### src/rtl/rac_defines.vh
// Register map, field positions, reset values and timing constants
`ifndef RAC_DEFINES_VH
`define RAC_DEFINES_VH

// ==========================================================
// Register indices; byte address is four times the index
`define RAC_IDX_RADIO_CTRL2 8'h0c
`define RAC_IDX_ANTENNA_DIVERSITY_REGISTER 8'h0d
`define RAC_IDX_RX_THRESH 8'h15
`define RAC_IDX_EXT_CTRL1 8'h17
`define RAC_IDX_STATUS 8'h20

// ==========================================================
// radio_control_two fields
`define RAC_RATE_LSB 0
`define RAC_RATE_MSB 2
`define RAC_SCRAM_BIT 5
`define RAC_SAFE_BIT 7
`define RAC_RC2_RESET 8'h20
`define RAC_RC2_MASK 8'ha7

// Payload rate codes
`define RAC_RATE_250K 3'h0
`define RAC_RATE_500K 3'h1
`define RAC_RATE_1000K 3'h2
`define RAC_RATE_2000K 3'h3

// ==========================================================
// receive_threshold fields
`define RAC_LEVEL_LSB 0
`define RAC_LEVEL_MSB 3
`define RAC_BLOCK_BIT 7
`define RAC_RXT_RESET 8'h00
`define RAC_RXT_MASK 8'h8f

// ==========================================================
// extended_mode_control_one fields
`define RAC_ACKTIME_BIT 2
`define RAC_EXT_RESET 8'h00
`define RAC_EXT_MASK 8'hf7

// ==========================================================
// antenna_diversity_register fields
`define RAC_ANTCTRL_LSB 0
`define RAC_ANTCTRL_MSB 1
`define RAC_SWEN_BIT 2
`define RAC_DIVEN_BIT 3
`define RAC_ANTSEL_BIT 7
`define RAC_ANT_RESET 8'h00
`define RAC_ANT_MASK 8'h0f

// ==========================================================
// Timing: clock rate and acknowledgment turnaround
`define RAC_CLK_MHZ 100
`define RAC_ACK_LONG_US 192
`define RAC_ACK_SHORT_US 32
`define RAC_ACK_LONG_CYC (`RAC_ACK_LONG_US * `RAC_CLK_MHZ)
`define RAC_ACK_SHORT_CYC (`RAC_ACK_SHORT_US * `RAC_CLK_MHZ)
`define RAC_DWELL_CYC 64

`endif

### src/rtl/rac_ack_timer.v
// Acknowledgment turnaround down-counter with start pulse
`include "rac_defines.vh"

module rac_ack_timer
#(
  parameter CNT_W = 15,
  parameter [14:0] LONG_CYC = `RAC_ACK_LONG_CYC,
  parameter [14:0] SHORT_CYC = `RAC_ACK_SHORT_CYC
)
(
  input wire ref_clk, // System clock
  input wire rst_n, // Synchronous reset, active low
  input wire arm, // Frame end needing an ack
  input wire short_sel, // Short turnaround chosen
  input wire abort, // Leave the auto-ack mode
  output wire busy, // Turnaround running
  output reg fire // One-cycle start of ack
);

  reg [CNT_W-1:0] cnt_r;
  reg [CNT_W-1:0] cnt_nxt;
  reg fire_nxt;

  assign busy = (cnt_r != {CNT_W{1'b0}});

  // ==========================================================
  // Countdown; fires as the count steps from one to zero
  always @*
  begin
    cnt_nxt = cnt_r;
    fire_nxt = 1'b0;
    if (abort)
      cnt_nxt = {CNT_W{1'b0}};
    else if (arm)
      cnt_nxt = short_sel ? SHORT_CYC : LONG_CYC;
    else if (busy)
    begin
      cnt_nxt = cnt_r - {{(CNT_W-1){1'b0}}, 1'b1};
      fire_nxt = (cnt_r == {{(CNT_W-1){1'b0}}, 1'b1});
    end
  end

  // ==========================================================
  // State flops
  always @(posedge ref_clk)
  begin
    if (!rst_n)
    begin
      cnt_r <= {CNT_W{1'b0}};
      fire <= 1'b0;
    end
    else
    begin
      cnt_r <= cnt_nxt;
      fire <= fire_nxt;
    end
  end

endmodule // rac_ack_timer

### src/rtl/rac_top.v
// Rate, acknowledgment and antenna control block with Avalon-MM slave
//
// Implementation choice: the Avalon-MM slave port.
`include "rac_defines.vh"

module rac_top
#(
  parameter [14:0] ACK_LONG_CYC = `RAC_ACK_LONG_CYC,
  parameter [14:0] ACK_SHORT_CYC = `RAC_ACK_SHORT_CYC,
  parameter [7:0] DWELL_CYC = `RAC_DWELL_CYC
)
(
  input wire ref_clk, // System clock, 100 MHz
  input wire rst_n, // Synchronous reset, active low
  input wire [7:0] avs_address, // Byte address
  input wire avs_read, // Read request
  input wire avs_write, // Write request
  input wire [31:0] avs_writedata, // Write data
  output reg [31:0] avs_readdata, // Read data
  output wire avs_waitrequest, // Stall the master
  input wire auto_ack_receive_mode, // Auto-ack receive state
  input wire rx_active, // Receiver in a receive state
  input wire rx_shr_found, // Pulse: header detected
  input wire [3:0] rx_rssi_steps, // RSSI above floor, 3dB units
  input wire rx_in_psdu, // Payload octets on air
  input wire rx_frame_end, // Pulse: last symbol received
  input wire rx_ack_request, // Frame asks for an ack
  output wire ack_tx_start, // Pulse: begin ack frame
  output reg frame_accept, // Pulse: frame passed threshold
  output reg frame_reject, // Pulse: frame dropped
  output wire [2:0] payload_rate_select, // Programmed rate
  output reg [2:0] active_rate, // Rate now on air
  output reg chip_scramble_on, // Scrambling applied
  output wire [3:0] rx_desense_level, // Threshold level
  output wire rx_path_block, // Receiver path blocked
  output wire rx_safe_mode, // Receive safe mode bit
  output reg antenna_select, // Antenna in use
  output reg switch_output_a_o, // Switch pin A level
  output reg switch_output_a_oe, // Switch pin A enable
  output reg switch_output_b_o, // Switch pin B level
  output reg switch_output_b_oe // Switch pin B enable
);

  // ==========================================================
  // Diversity states
  localparam [2:0] ST_IDLE = 3'b001;
  localparam [2:0] ST_SEARCH = 3'b010;
  localparam [2:0] ST_LOCK = 3'b100;

  reg [7:0] rc2_r;
  reg [7:0] rxt_r;
  reg [7:0] ext_r;
  reg [7:0] ant_r;
  reg ack_r;
  reg [2:0] st_r;
  reg [2:0] st_nxt;
  reg [7:0] dwell_r;
  reg [7:0] dwell_nxt;
  reg srch_ant_r;
  reg srch_ant_nxt;
  reg sel_ant_r;
  reg sel_ant_nxt;
  reg [7:0] rd_byte;
  reg hit;
  reg static_ant;
  wire req;
  wire take;
  wire [5:0] idx;
  wire wr_ok;
  wire div_en;
  wire sw_en;
  wire pass;
  wire ack_busy;
  wire [7:0] wbyte;

  // ==========================================================
  // Bus slave: one wait state, then the access completes
  assign req = avs_read | avs_write;
  assign avs_waitrequest = req & ~ack_r;
  assign take = req & ack_r;
  assign idx = avs_address[7:2];
  assign wr_ok = avs_write & take & (avs_address[1:0] == 2'b00);
  assign wbyte = avs_writedata[7:0];

  // Wait-state flop, cleared after each completed access
  always @(posedge ref_clk)
  begin
    if (!rst_n)
      ack_r <= 1'b0;
    else
      ack_r <= req & ~ack_r;
  end

  // ==========================================================
  // Field views of the control registers
  assign payload_rate_select = rc2_r[`RAC_RATE_MSB:`RAC_RATE_LSB];
  assign rx_desense_level = rxt_r[`RAC_LEVEL_MSB:`RAC_LEVEL_LSB];
  assign rx_path_block = rxt_r[`RAC_BLOCK_BIT];
  assign rx_safe_mode = rc2_r[`RAC_SAFE_BIT];
  assign div_en = ant_r[`RAC_DIVEN_BIT];
  assign sw_en = ant_r[`RAC_SWEN_BIT];

  // ==========================================================
  // Register writes; reserved bits are masked off
  always @(posedge ref_clk)
  begin
    if (!rst_n)
    begin
      rc2_r <= `RAC_RC2_RESET;
      rxt_r <= `RAC_RXT_RESET;
      ext_r <= `RAC_EXT_RESET;
      ant_r <= `RAC_ANT_RESET;
    end
    else if (wr_ok)
    begin
      case (idx)
        `RAC_IDX_RADIO_CTRL2:
        begin
          // Reserved rate codes keep the previous rate
          if (wbyte[`RAC_RATE_MSB:`RAC_RATE_LSB] <= `RAC_RATE_2000K)
            rc2_r <= wbyte & `RAC_RC2_MASK;
          else
            rc2_r <= (wbyte & `RAC_RC2_MASK & 8'hf8) |
                     (rc2_r & 8'h07);
        end
        `RAC_IDX_RX_THRESH:
          rxt_r <= wbyte & `RAC_RXT_MASK;
        `RAC_IDX_EXT_CTRL1:
          ext_r <= wbyte & `RAC_EXT_MASK;
        `RAC_IDX_ANTENNA_DIVERSITY_REGISTER:
          ant_r <= wbyte & `RAC_ANT_MASK;
        default:
          rc2_r <= rc2_r;
      endcase
    end
  end

  // ==========================================================
  // Read mux; unmapped addresses return zero
  always @*
  begin
    case (idx)
      `RAC_IDX_RADIO_CTRL2: rd_byte = rc2_r;
      `RAC_IDX_RX_THRESH: rd_byte = rxt_r;
      `RAC_IDX_EXT_CTRL1: rd_byte = ext_r;
      `RAC_IDX_ANTENNA_DIVERSITY_REGISTER: rd_byte = {sel_ant_r, 3'h0, ant_r[3:0]};
      `RAC_IDX_STATUS: rd_byte = {4'h0, chip_scramble_on,
                                  ack_busy, st_r == ST_LOCK,
                                  antenna_select};
      default: rd_byte = 8'h00;
    endcase
    if (avs_address[1:0] != 2'b00)
      rd_byte = 8'h00;
  end

  // Read data captured on the wait-state edge, stable when taken
  always @(posedge ref_clk)
  begin
    if (!rst_n)
      avs_readdata <= 32'h0000_0000;
    else if (avs_read & ~ack_r)
      avs_readdata <= {24'h00_0000, rd_byte};
  end

  // ==========================================================
  // Acknowledgment turnaround, only in auto-ack receive mode
  rac_ack_timer
  #(
    .CNT_W(15),
    .LONG_CYC(ACK_LONG_CYC),
    .SHORT_CYC(ACK_SHORT_CYC)
  )
  u_ack_timer
  (
    .ref_clk(ref_clk),
    .rst_n(rst_n),
    .arm(auto_ack_receive_mode & rx_frame_end & rx_ack_request),
    .short_sel(ext_r[`RAC_ACKTIME_BIT]),
    .abort(~auto_ack_receive_mode),
    .busy(ack_busy),
    .fire(ack_tx_start)
  );

  // ==========================================================
  // Sensitivity threshold: level n needs RSSI of n steps or more
  assign pass = (rx_desense_level == 4'h0) |
                (rx_rssi_steps >= rx_desense_level);

  always @(posedge ref_clk)
  begin
    if (!rst_n)
    begin
      frame_accept <= 1'b0;
      frame_reject <= 1'b0;
    end
    else
    begin
      frame_accept <= rx_active & rx_shr_found & pass;
      frame_reject <= rx_active & rx_shr_found & ~pass;
    end
  end

  // ==========================================================
  // On-air rate: header at base rate, payload at chosen rate
  always @(posedge ref_clk)
  begin
    if (!rst_n)
    begin
      active_rate <= `RAC_RATE_250K;
      chip_scramble_on <= 1'b0;
    end
    else
    begin
      active_rate <= rx_in_psdu ? payload_rate_select
                                : `RAC_RATE_250K;
      chip_scramble_on <= rx_in_psdu & rc2_r[`RAC_SCRAM_BIT] &
        (payload_rate_select == `RAC_RATE_2000K);
    end
  end

  // ==========================================================
  // Static antenna choice when the search is disabled
  always @*
  begin
    case (ant_r[`RAC_ANTCTRL_MSB:`RAC_ANTCTRL_LSB])
      2'h2: static_ant = 1'b1;
      default: static_ant = 1'b0;
    endcase
  end

  // ==========================================================
  // Diversity search; independent of rate and operating mode
  always @*
  begin
    st_nxt = st_r;
    dwell_nxt = dwell_r;
    srch_ant_nxt = srch_ant_r;
    sel_ant_nxt = sel_ant_r;
    hit = rx_shr_found & pass;
    case (st_r)
      ST_IDLE:
      begin
        dwell_nxt = 8'h00;
        if (div_en & rx_active)
          st_nxt = ST_SEARCH;
      end
      ST_SEARCH:
      begin
        if (~div_en | ~rx_active)
          st_nxt = ST_IDLE;
        else if (hit)
        begin
          st_nxt = ST_LOCK;
          sel_ant_nxt = srch_ant_r;
        end
        else if (dwell_r >= DWELL_CYC - 8'h01)
        begin
          dwell_nxt = 8'h00;
          srch_ant_nxt = ~srch_ant_r;
        end
        else
          dwell_nxt = dwell_r + 8'h01;
      end
      ST_LOCK:
      begin
        // Hold through the frame; rx_frame_end returns to the search before any ack starts
        if (~div_en | ~rx_active)
          st_nxt = ST_IDLE;
        else if (rx_frame_end)
        begin
          st_nxt = ST_SEARCH;
          dwell_nxt = 8'h00;
        end
      end
      default:
        st_nxt = ST_IDLE;
    endcase
  end

  // Search state flops; last locked antenna stays readable while diversity is enabled, else the static choice
  always @(posedge ref_clk)
  begin
    if (!rst_n)
    begin
      st_r <= ST_IDLE;
      dwell_r <= 8'h00;
      srch_ant_r <= 1'b0;
      sel_ant_r <= 1'b0;
    end
    else
    begin
      st_r <= st_nxt;
      dwell_r <= dwell_nxt;
      srch_ant_r <= srch_ant_nxt;
      sel_ant_r <= div_en ? sel_ant_nxt : static_ant;
    end
  end

  // ==========================================================
  // Antenna in use and differential switch drive
  always @(posedge ref_clk)
  begin
    if (!rst_n)
    begin
      antenna_select <= 1'b0;
      switch_output_a_o <= 1'b0;
      switch_output_a_oe <= 1'b0;
      switch_output_b_o <= 1'b0;
      switch_output_b_oe <= 1'b0;
    end
    else
    begin
      if (!div_en)
        antenna_select <= static_ant;
      else if (st_r == ST_LOCK)
        antenna_select <= sel_ant_r;
      else
        antenna_select <= srch_ant_r;
      // Disabled pins are released so the board pull-down wins
      switch_output_a_oe <= sw_en;
      switch_output_b_oe <= sw_en;
      switch_output_a_o <= sw_en & antenna_select;
      switch_output_b_o <= sw_en & ~antenna_select;
    end
  end

endmodule // rac_top

### config.mk
export PLATFORM = sky130hd
export DESIGN_NAME = rac_top
export DESIGN_NICKNAME = d
export VERILOG_FILES = /design/src/rtl/rac_ack_timer.v /design/src/rtl/rac_top.v
export VERILOG_INCLUDE_DIRS = /design/src /design/src/rtl
export SDC_FILE = /design/constraint.sdc
export NUM_CORES = 1
export LEC_CHECK = 0
export BUFFER_PORTS_ARGS = -buffer_cell sky130_fd_sc_hd__buf_4
export CAP_MARGIN = 10
export CORE_ASPECT_RATIO = 0.7
export CORE_MARGIN = 2
export CORE_UTILIZATION = 30
export DETAILED_ROUTE_END_ITERATION = 8
export HOLD_SLACK_MARGIN = 0.15
export PLACE_DENSITY = 0.53
export SYNTH_ARGS = -nofsm -noshare
export SYNTH_HDL_FRONTEND = slang
export SYNTH_HIERARCHICAL = 1
export SYNTH_SLANG_ARGS = --single-unit
### constraint.sdc
create_clock -name ref_clk -period 6 [get_ports ref_clk]
set_clock_uncertainty 0.2 [all_clocks]
set_input_delay 0 -clock ref_clk [delete_from_list [all_inputs] [get_ports ref_clk]]
set_output_delay 0 -clock ref_clk [all_outputs]
set_load 0.005 [all_outputs]
==> reports/metrics.cfg, run 1 <==
[sta]
tightestPinTransition_ns=0.980
slew_viol_final=0
setup_viol=0
rsz0062_at_grt=false
fin_crit_sh=0.468
final.min_clock_period_ns=2.81
max_freq_ghz=0.356
hold_violations=0
relSlewSlack=0.346
tns_ns=0

[drt]
vias=3142
drc=0
via_per_inst=4.84
firstDrtPassIters=4
routedWlPerCell_um=14.4
initialDrtViolationCount=173
ant_nets=0
wirelength_um=9370

[setup_path]
critical_path_class=flip-flop to flip-flop
cp-end-kind=flip-flop
crit_required_ns=5.98
timing.rr.start=ack_r
critPathMaxFanout=7
crit_path_start_kind=flip-flop
cp-startpoint=ack_r
crit_arrival_ns=2.79

[layout]
fill_cells=1115
fin_nets=552
final_area_um2=4650
drive_above_1_share=0.177
diodes=0
syn_to_final_growth_pct=32.7

[clocking]
clk-insertion-delay-late_ns=0.33
cts_sinks=69
cts_tree=done
root_buffer=clkbuf_16
cts_max_path_buffers=2
cts_max_level=3
clk_pin_slew_worst_paths_ns=0.06
cts_buffers=9

[die]
start_util=0.313
io_pins=108
core_um2=11200
die_area_um2=12600
die_h_um=94.4
dieWidth_um=133
rows=32

[place]
gp_congestion=0.790
place_area_um2=3950
portBuffers=59
hpwlAfterDp_um=6800

[global_route]
grt_use_total=0.153
overflow=0
grt_pass1_vias=2890
grt_max_degree=31
grt_pass1_wl_um=15000
antenna_found_initial=0

[job]
maxCapViolCount=0

[power]
irDropWorstVdd_v=0.000139
p_leak_nw=1.97
power_density_nw_per_um2=334

[synth]
seq_area_frac_synth=0.394
synth_edf_count=0
yosys_warnings=6
netlist_area_um2=3510
ys_ff_latch=69
synth_area_per_cell_um2=8.72
ys_types=66
ys.flop_type=dfxtp_1
async_flop_share=0
postSynthCellCount=402

[hold_path]
worstHoldStart=avs_address[7]
hp-class=input pin to flip-flop

[status]
status=finished clean

==> cell usage after synthesis (all sizes together), types with 5 or more instances <==
library cell | instances | area [um^2]
a21oi | 23 | 123
nor2 | 45 | 169
nand3b | 6 | 45.0
o21ai | 17 | 85.1
nand3 | 9 | 45.0
or3 | 7 | 43.8
nand2 | 29 | 109
buf | 33 | 241
mux2i | 19 | 190
inv | 12 | 45.0
or4 | 5 | 41.3
ha | 7 | 87.6
nand2b | 5 | 31.3
and3 | 10 | 62.6
dfxtp | 69 | 1380
clkbuf | 10 | 37.5
o311ai | 5 | 43.8
nor3 | 12 | 65.1
==> registers in the layout, indices dropped and copies added, names as in the netlist <==
register / flops
switch_output_b_oe: 1
ant_r: 4
avs_readdata: 8
sel_ant_r: 1
frame_reject: 1
ack_r: 1
rc2_r: 5
frame_accept: 1
u_ack_timer/fire: 1
st_r: 3
ext_r: 7
chip_scramble_on: 1
rxt_r: 5
antenna_select: 1
srch_ant_r: 1
switch_output_b_o: 1
u_ack_timer/cnt_r: 15
active_rate: 3
switch_output_a_o: 1
dwell_r: 8
==> cell usage in the layout, fill, tap and decap left out, drive strengths merged, types with 13 or more instances in the layout <==
cell / n
o21ai: 17
dlygate4sd3: 39
dfxtp: 69
buf: 59
conb: 24
nand2: 29
mux2i: 19
nor2: 45
clkbuf: 13
a21oi: 23
==> what timing repair did <==
item | 4_1_cts | 5_1_grt
hold buffers | 39 | 0
gates resized for setup | 0 | 0
endpoints found under the hold margin | 61 | 0
setup buffers | 0 | 0
endpoints found under the setup margin | 0 | 0
==> per-stage QoR <==
step | cells | utilization | hold WS, ns | setup slack, ns | total power, mW
2_1_floorplan | 425 | - | -0.112 | 3.73 | 0.902
3_3_place_gp | 594 | 0.352 | 0.0404 | 3.43 | 0.989
3_5_place_dp | 594 | 0.352 | 0.0454 | 3.44 | 0.992
4_1_cts | 649 | 0.415 | 0.174 | 3.21 | 1.57
5_1_grt | 649 | 0.415 | 0.233 | 3.05 | 1.65
6_report | 649 | 0.415 | 0.192 | 3.19 | 1.56
==> cell families after synthesis <==
| kind of cell | count (synthesis) | synth area share |
|---|---|---|
| simple gates | 163 | 0.256 |
| compound gates | 83 | 0.164 |
| flops | 69 | 0.394 |
| buf+inv | 55 | 0.0924 |
| mux | 20 | 0.0575 |
| fa+ha+maj | 7 | 0.0250 |
| xor+xnor | 4 | 0.00999 |
| other cells | 1 | 0.00107 |
==> report_power, final <==
group	leakage (nW)	switching (mW)	total [mW]	internal [mW]
combinational	1.27	0.268	0.468	0.200
sequential	0.558	0.0471	0.543	0.496
clock	0.152	0.190	0.545	0.355
==> worst max-delay path: stages (launching register included) <==
cell and delay (ns):
dfxtp_1 0.36, nand2_1 0.08, nor3_2 0.22, dlygate4sd3_1 0.75
and2_1 0.21, dlygate4sd3_1 0.58, mux2i_1 0.20, nor2_1 0.05
==> cell type report <==
cell class                      instances  area (um^2)  share of cell area
Inverter                               12         45.0             0.00969
Sequential cell                        69         1380               0.297
Clock buffer                           13          270              0.0581
Clock inverter                          3         42.5             0.00915
Timing Repair Buffer                   98          833               0.179
Tap cell                              153          191              0.0412
Multi-Input combinational cell        301         1890               0.406
==> metal layers <==
metal | up-vias | wire length [um] | track usage
met3 | 5 | 490 | 0.0429
li1 | 1595 | - | -
met2 | 85 | 3870 | 0.219
met1 | 1457 | 4960 | 0.221
met5 | - | 0 | 0
met4 | 0 | 55 | 0.0488
==> worst paths after layout <==
check / depth (start not counted) / end / slack, ns
max: 7 / rc2_r[7] / 3.19
max reg2reg: 7 / rc2_r[7] / 3.19
min reg2reg: 2 / avs_readdata[5] / 0.26
min: 5 / avs_readdata[7] / 0.19
Power figures use the tool's default switching activity.
==> inputs of run 2 (changes only) <==
--- a/config.mk
+++ b/config.mk
@@ -13,7 +13,7 @@
 export CORE_UTILIZATION = 30
 export DETAILED_ROUTE_END_ITERATION = 8
 export HOLD_SLACK_MARGIN = 0.15
-export PLACE_DENSITY = 0.53
+export PLACE_DENSITY = 0.54
 export SYNTH_ARGS = -nofsm -noshare
 export SYNTH_HDL_FRONTEND = slang
 export SYNTH_HIERARCHICAL = 1
==> constraint.sdc (replaced) <==
create_clock -name ref_clk -period 2.3 [get_ports ref_clk]
set_clock_uncertainty 0.2 [all_clocks]
set_input_delay 0 -clock ref_clk [delete_from_list [all_inputs] [get_ports ref_clk]]
set_output_delay 0 -clock ref_clk [all_outputs]
set_load 0.005 [all_outputs]
==> run 2 against run 1 <==
Compared with the run above:
- critical path depth unchanged
- global-route usage is 0.56 points higher
- design area up 5.9%
- sequential power rose to 2.6 times the previous value
- hold slack improved by 0.017 ns
- first-iteration DRC count rose by 39%
- combinational power rose to 3.1 times the previous value
==> reports/metrics.cfg, run 2 (same netlist as run 1, synthesis figures left out) <==
[clocking]
root_buffer=clkbuf_16
cts_max_level=3
cts_max_path_buffers=2
clk-insertion-delay-late_ns=0.32
cts_buffers=9
clk_pin_slew_worst_paths_ns=0.06
cts_sinks=69
cts_tree=done

[place]
gp_congestion=0.843
hpwlAfterDp_um=6970
portBuffers=59
dp.cells=618

[power]
power_density_nw_per_um2=905
p_leak_nw=2.13
totalPowerFinal_mw=4.46
irDropWorstVdd_v=0.000465

[drt]
ant_nets=0
routedWlPerCell_um=14.2
firstDrtPassIters=5
vias=3282
via_per_inst=4.85
initialDrtViolationCount=241
drc=0
wirelength_um=9580

[setup_path]
critPathMaxFanout=4
ff2ff_setup_slack_ns=0.10
timing.rr.end=dwell_r[1]
crit_arrival_ns=2.24
crit_required_ns=2.34
cp-end-kind=flip-flop
timing.rr.start=rxt_r[1]
critical_path_class=flip-flop to flip-flop
crit_path_start_kind=flip-flop
cp-startpoint=rxt_r[1]
reg2reg_depth=7

[global_route]
grt_pass1_wl_um=15800
grt_pass1_vias=3083
grt_max_degree=31
overflow=0
antenna_found_initial=0
grt_use_total=0.159

[sta]
relSlewSlack=0.310
fin_crit_sh=0.956
slew_viol_final=0
tightestPinTransition_ns=1.03
max_freq_ghz=0.455
rsz0062_at_grt=true
hold_violations=0
setup_viol=0
final.min_clock_period_ns=2.20

[die]
start_util=0.313
die_h_um=94.4
dieWidth_um=133
die_area_um2=12600
rows=32
core_um2=11200
io_pins=108

[hold_path]
holdPathEnd=avs_readdata[5]
hp-class=input pin to flip-flop
hold_depth=6
worstHoldStart=avs_address[7]

[layout]
utilization=0.439
fin_cells=677
fin_nets=580
layout_common_cells=86 x buf_4, 68 x dfxtp_1, 45 x nor2_1
largest-register=u_ack_timer/cnt_r
reg_top3=u_ack_timer/cnt_r (15), avs_readdata (8), dwell_r (8)
fill_cells=1121
diodes=0
drive_above_1_share=0.229
largest_register_ff_count=15
layout_commonest_cell=buf_4
syn_to_final_growth_pct=40.5

[job]
maxCapViolCount=0

[status]
status=finished clean

-- run 2: worst max path at each step --
stage	to	slack, ns	depth (start not counted)
6_report	dwell_r[1]	0.10	7
5_1_grt	rc2_r[5]	-0.03	7
4_1_cts	ext_r[2]	0.05	7
3_5_place_dp	dwell_r[4]	0.06	7
3_3_place_gp	dwell_r[4]	0.08	7
2_1_floorplan	dwell_r[1]	0.03	8
-- run 2: area by class of cell --
type / count / area [um^2] / share of cell area
clock buffer: 10 / 239 / 0.0485
clock inverter: 6 / 110 / 0.0224
inverter: 12 / 45.0 / 0.00915
multi-input combinational: 301 / 1910 / 0.387
sequential: 69 / 1380 / 0.281
tap: 153 / 191 / 0.0389
timing repair buffer: 126 / 1050 / 0.213
-- run 2: critical path, stage by stage (launching register included) --
cell and delay (ns):
dfxtp_1 0.32, inv_1 0.05, ha_1 0.21, or3b_4 0.41
o2111ai_2 0.12, a21oi_2 0.13, or4b_1 0.53, a21oi_1 0.15
-- run 2: power breakdown --
part,switching (mW),internal [mW],total (mW),leakage [nW]
registers,0.107,1.29,1.40,0.558
logic,0.761,0.694,1.46,1.41
clock network,0.518,1.09,1.60,0.165
-- run 2: metrics by stage --
stage               hold slack (ns)  setup TNS [ns]  cell area [um^2]  setup WS (ns)
finish                        0.209               0              4920          0.100
global route                  0.241         -0.0391              4920        -0.0298
CTS                           0.182               0              4880         0.0516
detailed placement           0.0459               0              4130         0.0636
global placement             0.0424               0              4130         0.0759
floorplan                    -0.112               0              3590         0.0320
-- run 2: what timing repair did --
item / in CTS / in global routing
setup endpoints to repair: 0 / 13
buffers inserted: 0 / 3
hold endpoints to repair: 61 / 0
gates resized for setup: 0 / 9
hold buffers: 40 / 0
-- run 2: routing by layer --
metal | GRT usage | vias up | wire length [um]
met1 | 0.230 | 1535 | 5070
met3 | 0.0413 | 6 | 459
met5 | 0 | - | 0
met4 | 0.0390 | 0 | 63
li1 | - | 1657 | -
met2 | 0.234 | 84 | 3980
